### config.mk
export PLATFORM = sky130hd
export DESIGN_NAME = wwt_core
export DESIGN_NICKNAME = d
export VERILOG_FILES = /design/src/wwt_pkg.sv /design/src/wwt_ripple_counter.sv /design/src/wwt_core.sv
export SDC_FILE = /design/constraint.sdc
export NUM_CORES = 1
export LEC_CHECK = 0
export ABC_AREA = 1
export BUFFER_PORTS_ARGS = -buffer_cell sky130_fd_sc_hd__buf_2
export CAP_MARGIN = 10
export CORE_MARGIN = 4
export CORE_UTILIZATION = 35
export CTS_CLUSTER_DIAMETER = 150
export CTS_CLUSTER_SIZE = 30
export DETAILED_ROUTE_END_ITERATION = 10
export GPL_ROUTABILITY_DRIVEN = 0
export GPL_TIMING_DRIVEN = 0
export PLACE_DENSITY = 0.56
export SLEW_MARGIN = 10
export SYNTH_ARGS = -nofsm -noshare
export SYNTH_HDL_FRONTEND = slang
export SYNTH_SLANG_ARGS = --single-unit
### constraint.sdc
create_clock -name mclk -period 2 [get_ports mclk]
set_clock_uncertainty 0.1 [all_clocks]
set_input_delay 0.2 -clock mclk [delete_from_list [all_inputs] [get_ports mclk]]
set_output_delay 0.2 -clock mclk [all_outputs]
set_load 0.005 [all_outputs]
### src/wwt_pkg.sv
// Constants shared by the watchdog, wake-up and time base block.
`default_nettype none
package wwt_pkg;
    localparam int DATA_W = 8;
    localparam int ADDR_W = 2;
    localparam logic [1:0] OFS_STATUS = 2'h0;
    localparam logic [1:0] OFS_INTERRUPT_CONTROL_ONE = 2'h1;
    localparam logic [1:0] OFS_MULTIFUNCTION_INT_CONTROL = 2'h2;
    localparam logic [1:0] OFS_TICK_CONTROL_REGISTER = 2'h3;
    localparam int BIT_TO = 0;
    localparam int BIT_PD = 1;
    localparam int BIT_MF_EN = 0;
    localparam int BIT_MF_REQ = 1;
    localparam int BIT_TB_EN = 0;
    localparam int BIT_TK_EN = 1;
    localparam int BIT_TB_REQ = 2;
    localparam int BIT_TK_REQ = 3;
    localparam int RATE_LSB = 0;
    localparam int RATE_W = 3;
    localparam logic [2:0] RATE_RESET = 3'h0;
    localparam logic [7:0] VECTOR_ADDR = 8'h18;
    localparam int CLK_PERIOD_NS = 8;
    localparam int WAKE_CYCLES = 1024;
    localparam int INT_EXTRA_CYCLES = 4;
    localparam int SYS_DIV = 4;
    localparam int PRE_DIV_BITS = 4;
    localparam int DOG_CNT_BITS = 15;
    localparam int DOG_CHAIN_W = PRE_DIV_BITS + DOG_CNT_BITS;
    localparam int DOG_TAP_BASE = 11;
    localparam int SLOW_CNT_W = 15;
    localparam int TB_TAP_BASE = 11;
    localparam int TICK_TAP_BASE = 7;
    localparam logic [1:0] SRC_RTC = 2'h0;
    localparam logic [1:0] SRC_WDTOSC = 2'h1;
    localparam logic [1:0] SRC_SYS4 = 2'h2;
    typedef enum logic [3:0] {
        ST_RUN = 4'h1,
        ST_HALT = 4'h2,
        ST_SETTLE = 4'h4,
        ST_INTWAIT = 4'h8
    } wwt_state_t;
    typedef enum logic [1:0] {
        WK_PLAIN = 2'h0,
        WK_INT = 2'h1,
        WK_DOG = 2'h2
    } wwt_wake_t;
endpackage
`default_nettype wire

### src/wwt_ripple_counter.sv
// Free running binary counter with synchronous clear and advance enable.
`timescale 1ns/100ps
`default_nettype none
module wwt_ripple_counter #(
    parameter int WIDTH = 15
) (
    input wire logic mclk,
    input wire logic reset,
    input wire logic clear,
    input wire logic advance,
    output logic [WIDTH-1:0] count
);
    // The count restarts from zero on clear, otherwise steps on advance.
    always_ff @(posedge mclk) begin
        if (reset || clear) begin
            count <= '0;
        end else if (advance) begin
            count <= count + 1'b1;
        end
    end
endmodule
`default_nettype wire

### src/wwt_core.sv
// Watchdog, power-down wake-up, time base and periodic tick logic.
// Notes on behaviour
// - Halted dog timeout: flag set, PC/SP reset.
// - Power-down flag: halt sets, clear instruction clears.
// - Enabled Port A falling edge wakes halt.
// - Unserviceable waking interrupt resumes, stays pending.
// - Serviceable waking interrupt takes normal vector.
// - Flag set before halt cannot wake.
// - Every wake waits 1024 system clocks.
// - Interrupt wake adds extra cycles before vector.
// - Dog source divided by 16, counter, final stage.
// - Disabled watchdog makes its instructions no-ops.
// - Clear instruction resets only the final stage.
// - Running timeout pulses device reset, sets flag.
// - Pin low, halt, or running timeout clears count.
// - System-derived dog clock stops while halted.
// - One or two distinct clear instructions clear.
// - Repeated same clear instruction does nothing in two-clear mode.
// - Time base period 2^12 to 2^15.
// - Time base sets flags, calls vector 18H.
// - Tick period 2^8 to 2^15 by rate.
// - Tick sets flags, calls vector 18H.
// - Slow clock source chosen at build time.
// - Dog timeout range chosen among four.
// - Halt sets power-down, clears timeout, stops oscillator.
`timescale 1ns/100ps
`default_nettype none
module wwt_core #(
    parameter bit DOG_ENABLE = 1'b1,
    parameter bit DOG_FROM_SYS4 = 1'b0,
    parameter bit TWO_CLEARS = 1'b0,
    parameter logic [1:0] DOG_RANGE = 2'h0,
    parameter logic [1:0] SLOW_SRC = 2'h0,
    parameter logic [1:0] TB_PERIOD_SEL = 2'h0,
    parameter logic [7:0] PA_WAKE_MASK = 8'hFF
) (
    input wire logic mclk,
    input wire logic reset,
    input wire logic [wwt_pkg::ADDR_W-1:0] regAddr,
    input wire logic [wwt_pkg::DATA_W-1:0] regWrData,
    input wire logic regWrite,
    input wire logic regRead,
    output logic [wwt_pkg::DATA_W-1:0] regRdData,
    input wire logic coreHalt,
    input wire logic singleDogClear,
    input wire logic dogClearFirst,
    input wire logic dogClearSecond,
    input wire logic externalResetPin_n,
    input wire logic [7:0] portA,
    input wire logic wdtOscTick,
    input wire logic rtcTick,
    input wire logic stackFull,
    output logic resumeNext,
    output logic vectorCall,
    output logic [7:0] intVector,
    output logic pcSpReset,
    output logic dogReset,
    output logic sysOscRun,
    output logic timeoutFlag,
    output logic powerdownFlag
);
    import wwt_pkg::*;

    localparam logic [1:0] SYS4_LAST = 2'(SYS_DIV - 1);
    localparam logic [9:0] SETTLE_LAST = 10'(WAKE_CYCLES - 1);
    localparam logic [9:0] EXTRA_LAST = 10'(INT_EXTRA_CYCLES - 1);

    wwt_state_t state_q;
    wwt_wake_t wakeKind_q;
    logic [9:0] waitCnt_q;
    logic [1:0] divCnt_q;
    logic [7:0] paPrev_q;
    logic finalStage_q, pendFirst_q, pendSecond_q;
    logic armTb_q, armTk_q;
    logic mfEn_q, mfReq_q, tbEn_q, tkEn_q, tbReq_q, tkReq_q;
    logic [RATE_W-1:0] tickRate_q;
    logic [DOG_CHAIN_W-1:0] dogChain;
    logic [SLOW_CNT_W-1:0] slowCnt;
    logic stRun, stHalt, stSettle, stInt, haltNow, instrOk;
    logic sys4Tick, dogSrcTick, slowTick, dogAdvance, dogCarry;
    logic wdtTimeout, chainClear, clrDone, tbCarry, tickCarry;
    logic portFall, intWake, wake, intReady, vecReady;

    function automatic logic allOnes(input logic [DOG_CHAIN_W-1:0] v,
                                     input int k);
        logic r;
        r = 1'b1;
        for (int i = 0; i < DOG_CHAIN_W; i++) begin
            if (i <= k && !v[i]) begin
                r = 1'b0;
            end
        end
        return r;
    endfunction

    ////////////////////////////////////////////////////////////////////////
    assign stRun = (state_q == ST_RUN);
    assign stHalt = (state_q == ST_HALT);
    assign stSettle = (state_q == ST_SETTLE);
    assign stInt = (state_q == ST_INTWAIT);
    assign haltNow = stRun && coreHalt;
    assign instrOk = DOG_ENABLE && stRun;

    assign sys4Tick = (stRun || stInt) && (divCnt_q == SYS4_LAST);
    always_ff @(posedge mclk) begin
        if (reset) begin
            divCnt_q <= 2'h0;
        end else if (stRun || stInt) begin
            divCnt_q <= divCnt_q + 2'h1;
        end
    end

    always_comb begin
        case (SLOW_SRC)
            SRC_RTC: slowTick = rtcTick;
            SRC_WDTOSC: slowTick = wdtOscTick;
            SRC_SYS4: slowTick = sys4Tick;
            default: slowTick = rtcTick;
        endcase
    end

    ////////////////////////////////////////////////////////////////////////
    // Dog divider chain.
    assign dogSrcTick = DOG_FROM_SYS4 ? sys4Tick : wdtOscTick;
    assign dogAdvance = DOG_ENABLE && dogSrcTick;
    assign dogCarry = dogAdvance
        && allOnes(dogChain, DOG_TAP_BASE + int'(DOG_RANGE));
    assign wdtTimeout = dogCarry && finalStage_q;
    assign chainClear = !externalResetPin_n || (DOG_ENABLE && haltNow)
        || (wdtTimeout && stRun);

    wwt_ripple_counter #(.WIDTH(DOG_CHAIN_W)) dogCounter (
        .mclk(mclk),
        .reset(reset),
        .clear(chainClear),
        .advance(dogAdvance),
        .count(dogChain)
    );

    assign clrDone = instrOk && (TWO_CLEARS
        ? ((dogClearFirst && pendSecond_q) || (dogClearSecond && pendFirst_q))
        : singleDogClear);

    always_ff @(posedge mclk) begin
        if (reset || clrDone || chainClear) begin
            pendFirst_q <= 1'b0;
            pendSecond_q <= 1'b0;
        end else if (instrOk && TWO_CLEARS) begin
            if (dogClearFirst) begin
                pendFirst_q <= 1'b1;
            end
            if (dogClearSecond) begin
                pendSecond_q <= 1'b1;
            end
        end
    end

    always_ff @(posedge mclk) begin
        if (reset || chainClear || clrDone || wdtTimeout) begin
            finalStage_q <= 1'b0;
        end else if (dogCarry) begin
            finalStage_q <= 1'b1;
        end
    end

    ////////////////////////////////////////////////////////////////////////
    wwt_ripple_counter #(.WIDTH(SLOW_CNT_W)) slowCounter (
        .mclk(mclk),
        .reset(reset),
        .clear(1'b0),
        .advance(slowTick),
        .count(slowCnt)
    );

    assign tbCarry = slowTick && allOnes(DOG_CHAIN_W'(slowCnt),
        TB_TAP_BASE + int'(TB_PERIOD_SEL));
    assign tickCarry = slowTick && allOnes(DOG_CHAIN_W'(slowCnt),
        TICK_TAP_BASE + int'(tickRate_q));

    always_ff @(posedge mclk) begin
        if (reset) begin
            tbReq_q <= 1'b0;
        end else if (tbCarry) begin
            tbReq_q <= 1'b1;
        end else if (regWrite && regAddr == OFS_MULTIFUNCTION_INT_CONTROL) begin
            tbReq_q <= regWrData[BIT_TB_REQ];
        end
    end

    always_ff @(posedge mclk) begin
        if (reset) begin
            tkReq_q <= 1'b0;
        end else if (tickCarry) begin
            tkReq_q <= 1'b1;
        end else if (regWrite && regAddr == OFS_MULTIFUNCTION_INT_CONTROL) begin
            tkReq_q <= regWrData[BIT_TK_REQ];
        end
    end

    always_ff @(posedge mclk) begin
        if (reset) begin
            mfReq_q <= 1'b0;
        end else if (tbCarry || tickCarry) begin
            mfReq_q <= 1'b1;
        end else if (vecReady) begin
            mfReq_q <= 1'b0;
        end else if (regWrite && regAddr == OFS_INTERRUPT_CONTROL_ONE) begin
            mfReq_q <= regWrData[BIT_MF_REQ];
        end
    end

    always_ff @(posedge mclk) begin
        if (reset) begin
            mfEn_q <= 1'b0;
            tbEn_q <= 1'b0;
            tkEn_q <= 1'b0;
            tickRate_q <= RATE_RESET;
        end else if (regWrite) begin
            case (regAddr)
                OFS_INTERRUPT_CONTROL_ONE: mfEn_q <= regWrData[BIT_MF_EN];
                OFS_MULTIFUNCTION_INT_CONTROL: begin
                    tbEn_q <= regWrData[BIT_TB_EN];
                    tkEn_q <= regWrData[BIT_TK_EN];
                end
                OFS_TICK_CONTROL_REGISTER: tickRate_q <= regWrData[RATE_LSB +: RATE_W];
                default: tickRate_q <= tickRate_q;
            endcase
        end
    end

    ////////////////////////////////////////////////////////////////////////
    assign intReady = mfEn_q && ((tbEn_q && tbReq_q) || (tkEn_q && tkReq_q));
    assign vecReady = stRun && mfReq_q && intReady && !stackFull
        && !vectorCall;

    always_ff @(posedge mclk) begin
        if (reset) begin
            armTb_q <= 1'b0;
            armTk_q <= 1'b0;
        end else if (haltNow) begin
            armTb_q <= !tbReq_q;
            armTk_q <= !tkReq_q;
        end
    end

    always_ff @(posedge mclk) begin
        if (reset) begin
            paPrev_q <= 8'h00;
        end else begin
            paPrev_q <= portA;
        end
    end
    assign portFall = stHalt && |(paPrev_q & ~portA & PA_WAKE_MASK);
    assign intWake = stHalt && ((armTb_q && tbReq_q) || (armTk_q && tkReq_q));
    assign wake = portFall || intWake || (stHalt && wdtTimeout)
        || (stHalt && !externalResetPin_n);

    always_ff @(posedge mclk) begin
        if (reset) begin
            state_q <= ST_RUN;
            wakeKind_q <= WK_PLAIN;
            waitCnt_q <= 10'h000;
        end else begin
            case (state_q)
                ST_RUN: begin
                    if (coreHalt) begin
                        state_q <= ST_HALT;
                    end
                end
                ST_HALT: begin
                    if (wake) begin
                        state_q <= ST_SETTLE;
                        waitCnt_q <= 10'h000;
                        if (wdtTimeout) begin
                            wakeKind_q <= WK_DOG;
                        end else if (intWake) begin
                            wakeKind_q <= WK_INT;
                        end else begin
                            wakeKind_q <= WK_PLAIN;
                        end
                    end
                end
                ST_SETTLE: begin
                    waitCnt_q <= waitCnt_q + 10'h001;
                    if (waitCnt_q == SETTLE_LAST) begin
                        waitCnt_q <= 10'h000;
                        if (wakeKind_q == WK_INT && intReady && !stackFull) begin
                            state_q <= ST_INTWAIT;
                        end else begin
                            state_q <= ST_RUN;
                        end
                    end
                end
                ST_INTWAIT: begin
                    waitCnt_q <= waitCnt_q + 10'h001;
                    if (waitCnt_q == EXTRA_LAST) begin
                        state_q <= ST_RUN;
                    end
                end
                default: state_q <= ST_RUN;
            endcase
        end
    end

    ////////////////////////////////////////////////////////////////////////
    // Resume, PC/SP reset, vector call, dog reset and oscillator outputs.
    always_ff @(posedge mclk) begin
        if (reset) begin
            resumeNext <= 1'b0;
            pcSpReset <= 1'b0;
            vectorCall <= 1'b0;
            intVector <= 8'h00;
            dogReset <= 1'b0;
            sysOscRun <= 1'b1;
        end else begin
            resumeNext <= stSettle && waitCnt_q == SETTLE_LAST
                && wakeKind_q != WK_DOG
                && !(wakeKind_q == WK_INT && intReady && !stackFull);
            pcSpReset <= stSettle && waitCnt_q == SETTLE_LAST
                && wakeKind_q == WK_DOG;
            vectorCall <= vecReady;
            intVector <= vecReady ? VECTOR_ADDR : 8'h00;
            dogReset <= stRun && wdtTimeout;
            sysOscRun <= !(haltNow || (stHalt && !wake));
        end
    end

    always_ff @(posedge mclk) begin
        if (reset) begin
            timeoutFlag <= 1'b0;
            powerdownFlag <= 1'b0;
        end else begin
            if (wdtTimeout) begin
                timeoutFlag <= 1'b1;
            end else if (haltNow) begin
                timeoutFlag <= 1'b0;
            end
            if (haltNow) begin
                powerdownFlag <= 1'b1;
            end else if (clrDone) begin
                powerdownFlag <= 1'b0;
            end
        end
    end

    always_ff @(posedge mclk) begin
        if (reset || !regRead) begin
            regRdData <= 8'h00;
        end else begin
            case (regAddr)
                OFS_STATUS: regRdData <= 8'({powerdownFlag, timeoutFlag});
                OFS_INTERRUPT_CONTROL_ONE: regRdData <= 8'({mfReq_q, mfEn_q});
                OFS_MULTIFUNCTION_INT_CONTROL: regRdData <= 8'({tkReq_q, tbReq_q, tkEn_q, tbEn_q});
                OFS_TICK_CONTROL_REGISTER: regRdData <= 8'(tickRate_q);
                default: regRdData <= 8'h00;
            endcase
        end
    end
endmodule
`default_nettype wire

# After elaboration in Yosys (flattened, before gate mapping)
# Cells that the tools add are included.
# Widths: inputs -> output; s select.
# classes
muxes	67
bitwise_logic	2
magnitude_cmp	19
eq_ne	16
n_addsub	4
n_reduce_logical	95
# op_table
cell	count
$mux 1	55
$logic_and 1x1->1	44
$le 4x4->1 const A	8
$pmux 8 s4	1
$pmux 10 s3	1
$logic_not 1->1	24
$mux 10	2
$mux 4	5
$add 19x1->19 const B	1
$le 3x4->1 const A	4
$pmux 4 s4	1
$add 15x1->15 const B	1
$le 5x4->1 const A	3
$logic_or 1x1->1	13
$add 10x1->10 const B	1
$eq 10x10->1 const B	1
$eq 10x2->1 const B	1
$reduce_and 2->1	5
$and 8x8->8	1
$le 1x4->1 const A	2
$le 2x4->1 const A	2
$not 8->8	1
$reduce_bool 2->1	4
$reduce_or 8->1	1
other kinds (14)	21
# word_totals
ff_bits	93
inputBits	30

# Longest topological paths before layout
# depth
ltp_word	25
ltp_mapped	11
mapped_depth_nobuf	11

# Cells and area by module
# A second synthesis with hierarchy kept.
# unflattened
hier_cells	641
area_unflattened_um2	4403.0
# by_module_without_submodules
module	cells_each	n_inst	area_each_um2	seq_area_each_um2
wwt_core	393	1	2646.3	940.9
wwt_ripple_counter at dogCounter	137	1	987.2	380.4
wwt_ripple_counter at slowCounter	111	1	769.5	300.3

# Worst setup path after synthesis
# No wires, ideal clock.
# synth_timing
path_type	register -> register
startpoint	reg dogCounter.count[0]
endpoint	reg finalStage_q
t_arrival_ns	1.385
n_path_buf	1
path_slack_ns	0.453
period_less_slack_ns	1.547
path_stages_with_launch	11
required_time_ns	1.838
setup_ns	0.062
cell_sequence	dfxtp_1 ha_1 ha_1 nand2_1 inv_1 nand4_4 inv_2 nand2_2 nand4_4 buf_12 nor2_2
# synth_via
elab_chain_cells	19
# synth_lines
item	line	source
start: declaration	wwt_ripple_counter.sv:11	output logic [WIDTH-1:0] count
start signal: assignment	wwt_ripple_counter.sv:18	count <= count + 1'b1;
$mux 1 (*) (12 in a row)	wwt_core.sv:89	if (i <= k && !v[i]) begin
$logic_and 1x1->1 (*)	wwt_core.sv:127	&& allOnes(dogChain, DOG_TAP_BASE + int'(DOG_RANGE));
$logic_and 1x1->1	wwt_core.sv:128	assign wdtTimeout = dogCarry && finalStage_q;
$logic_and 1x1->1	wwt_core.sv:130	|| (wdtTimeout && stRun);
$logic_or 1x1->1	wwt_core.sv:130	
$logic_or 1x1->1 (3 in a row)	wwt_core.sv:159	if (reset || chainClear || clrDone || wdtTimeout) begin
end signal: assignment	wwt_core.sv:160	finalStage_q <= 1'b0;
end signal: assignment	wwt_core.sv:162	finalStage_q <= 1'b1;
end: declaration	wwt_core.sv:73	logic finalStage_q, pendFirst_q, pendSecond_q;
# Every way passes the cells marked *; elsewhere a longest branch is shown, timed or not.
# A chain may end at the register's enable or synchronous reset.

# Final worst setup path
# layout_timing
startpoint	reg waitCnt_q[0]
endpoint	reg state_q[3]
# layout_via
elab_chain_cells	3
# layout_lines
item	line	source
start: declaration	wwt_core.sv:70	logic [9:0] waitCnt_q;
start signal: assignment	wwt_core.sv:284	waitCnt_q <= waitCnt_q + 10'h001;
start signal: assignment	wwt_core.sv:295	waitCnt_q <= waitCnt_q + 10'h001;
$eq 10x2->1 / $eq 10x10->1 (equally long branches)	wwt_core.sv:296, wwt_core.sv:285	
$ne 2x1->1 (no line)	--	
$reduce_and 4->1 (no line) (*)	--	
end signal: assignment	wwt_core.sv:290	state_q <= ST_RUN;
end signal: assignment	wwt_core.sv:297	state_q <= ST_RUN;
end signal: assignment	wwt_core.sv:300	default: state_q <= ST_RUN;
end: declaration	wwt_core.sv:68	wwt_state_t state_q;
# Marks and branches as above.

==> metrics.txt <==
antenna viol nets, final 0; CTS Buf Count 9; met1 usage in global routing 18.46%; final worst path period share 91.57%; status complete, no violations; cell family with most CP delay simple AND/OR/NAND/NOR gates; WL final 8.931 mm; reg2reg setup slack 170 ps; Tightest Pin Transition 628.0 ps; Avg Cell Area, Syn 7.221 um2; core area 10370 um2; largest net degree at the start of global routing 14; ys async rst share 0%; RR Endpoint state_q[3]$_SDFFE_PP0P_; mux cell area share after synthesis 0%; Worst Hold Class in2reg; Fill cells 1086; Worst VDD drop 360.1 uV; I/O Pins 53; Initial Utilization 35.93%; Rel. slew slack 58.13%; drt drc 0; hold path endpoint dogCounter.count[1]$_SDFFE_PP0P_; adder-cell share of the synthesized area 2.351%; power per cell area 731.7 nW/um2; Worst R2R Start waitCnt_q[0]$_SDFFE_PP0P_; P&R area growth vs syn 18.30%; startpoint types flop; TritonCTS clock tree yes; full die area 12360 um2; initial antenna violation count 0; fmax 0.5460 GHz; Req. time, crit path 2190 ps; Post-Synth XOR/XNOR Area 3.056%; CTS sink count 74; Setup crit end kind flop; GRT busiest layer met2; Remaining Overflow, GRT 0; hold depth 3; sequential share of the synthesized area 39.76%; Rows 37; HPWL after detailed placement 6.628 mm; Power Total 3.225 mW; H-tree Lvls 3; grt met2 use 25.49%; final setup TNS 0 ps; r2r worst-path depth 9; # diodes 0; leakage power 1.900 nW; 1st-iter DRT viols 210; Post-CTS Setup Inserts 0; Hold Fails Final Rpt 0; Buf/Inv on CP 1; Layout Nets 614; number of enable flip-flop cells after synthesis 0; post-synthesis compound-gate area fraction 11.92%; maximum fanout along the worst path 9; Die Ht 111.2 um; Port Buf Inserts 33; Setup Viol. Count Final 0; post-synth cell types 38; YS warnings 0; Clock Tree Root clkbuf_8; met3 usage 3.221%; CTS Buffer Depth 2; Clock Latency Late Sink 350 ps; post-synthesis register bit count 74; hold_sp wdtOscTick; Final Critical Period 1831 ps; clk slew on worst S/H paths 80 ps; CP Class reg2reg; area of the mapped netlist 3726 um2; CP max stage cell dfxtp_1; Via density 4.724; CP max stage delay 480 ps; Die X 111.2 um; first-pass iteration count of the detailed router 4; Synth Instances 516; crit-path cells ha_1, nand2_2, nor2_4, nand4_4, a22oi_2, nand2_1, nor2_1, nand2_1, inv_1; ratio of cells with drive above 1 in the final layout 17.01%; most frequent CP cell nand2_1; main flop type after synthesis dfxtp_1; count of pins over their slew limit 0; WL/cell 12.44 um; GRT Total Usage 14.96%; global-route wire length before repair 15.30 mm; max_cap viols 0; vias in the first global route 3287; crit path DAT 2030 ps; main combinational cell family by area after synthesis simple AND/OR/NAND/NOR gates; Post-Synth Simple-Gate Area 32.14%; RSZ-0062 raised after global routing false; via count 3392
[worst max-delay path by stage]
stage	from	end	slack, ps	cells past startpoint
after floorplan	dogCounter.count[0]$_SDFFE_PP0P_	finalStage_q$_SDFFE_PP0P_	450	10
after global placement	waitCnt_q[0]$_SDFFE_PP0P_	state_q[3]$_SDFFE_PP0P_	250	8
after detailed placement	dogCounter.count[0]$_SDFFE_PP0P_	waitCnt_q[0]$_SDFFE_PP0P_	220	9
after CTS	dogCounter.count[0]$_SDFFE_PP0P_	waitCnt_q[0]$_SDFFE_PP0P_	190	9
after global routing	waitCnt_q[0]$_SDFFE_PP0P_	state_q[3]$_SDFFE_PP0P_	2	9
final	waitCnt_q[0]$_SDFFE_PP0P_	state_q[3]$_SDFFE_PP0P_	170	9
[report_power, final]
part	internal, mW	leakage (nW)	switching, mW	total, mW
clock	0.739	0.112	0.581	1.32
sequential	1.52	0.602	0.0351	1.56
combinational	0.132	1.19	0.216	0.347
total	2.39	1.90	0.832	3.23
[area by class of cell]
type                    instances  area, um2  share of cell area, %
inverters                      66      247.7                  5.620
clock inverters                 6      90.09                  2.044
clock buffers                  10      137.6                  3.122
flip-flops and latches         74       1481                  33.61
plain buffers                  22      150.1                  3.406
multi-input cells             363       1886                  42.78
repair buffers                 41      245.2                  5.563
well taps                     136      170.2                  3.860
[repair_timing]
| action | CTS | global route |
|---|---|---|
| hold endpoints to repair | 8 | 0 |
| hold buffers | 8 | 0 |
| endpoints found under the setup margin | 0 | 2 |
| gates resized for setup | 0 | 1 |
[sequential cells by signal (all words and copies together), names as in the netlist, 2 cells and up]
name	flops
dogCounter.count	12
tickRate_q	3
waitCnt_q	10
paPrev_q	8
state_q	4
slowCounter.count	15
wakeKind_q	2
regRdData	4
[through the flow]
stage	hold WS (ps)	worst slack [ps]	cell area, um2	utilization [%]	std cells
6_report	47.08	168.6	4408	42.51	718
3_5_place_dp	326.5	217.4	4095	39.49	694
2_1_floorplan	190.2	452.9	3760	-	525
3_3_place_gp	313.0	251.5	4095	39.49	694
5_1_grt	41.78	2.499	4408	42.51	718
4_1_cts	26.96	193.0	4403	42.46	718
[cell families after synthesis]
kind of cell | after synthesis
other | 1
flip-flops | 74
AND/OR/NAND/NOR | 254
XOR/XNOR | 13
adder cells (fa/ha/maj) | 7
AO/OA/AOI/OAI | 79
buffers and inverters | 88
[cells in the mapped netlist, types with 4 or more instances]
library cell,instances,area [um2]
nand2_1,107,401.6
dfxtp_1,74,1481
inv_1,63,236.5
nor2_1,49,183.9
nand3_1,43,215.2
a21oi_1,40,200.2
o21ai_0,22,110.1
nor2_2,16,100.1
buf_4,13,97.59
nor3_1,11,55.05
nand4_1,8,50.05
xor2_1,8,70.07
ha_1,7,87.58
clkbuf_1,6,22.52
nand2_2,5,31.28
xnor2_1,5,43.79
o21a_1,4,30.03
[routing by layer]
| layer | up-vias | routed length, um |
|---|---|---|
| met5 | - | 0 |
| met3 | 14 | 391 |
| met2 | 80 | 4436 |
| met4 | 0 | 149 |
| li1 | 1773 | - |
| met1 | 1525 | 3953 |
[tightest hold or removal path, stage by stage]
cell and delay [ps]:
buf_4 140, nand2_1 60, a21oi_1 50
[cell usage in the layout, fill, tap and decap left out, types with 11 or more instances in the layout]
cell     Yosys  layout
o21ai_0     22      22
buf_4       13      13
inv_1       63      63
nor2_1      49      49
nor3_1      11      11
a21oi_1     40      40
nand3_1     43      43
nor2_2      16      16
buf_2        2      35
nand2_1    107     107
dfxtp_1     74      74
Power figures use the tool's default switching activity.
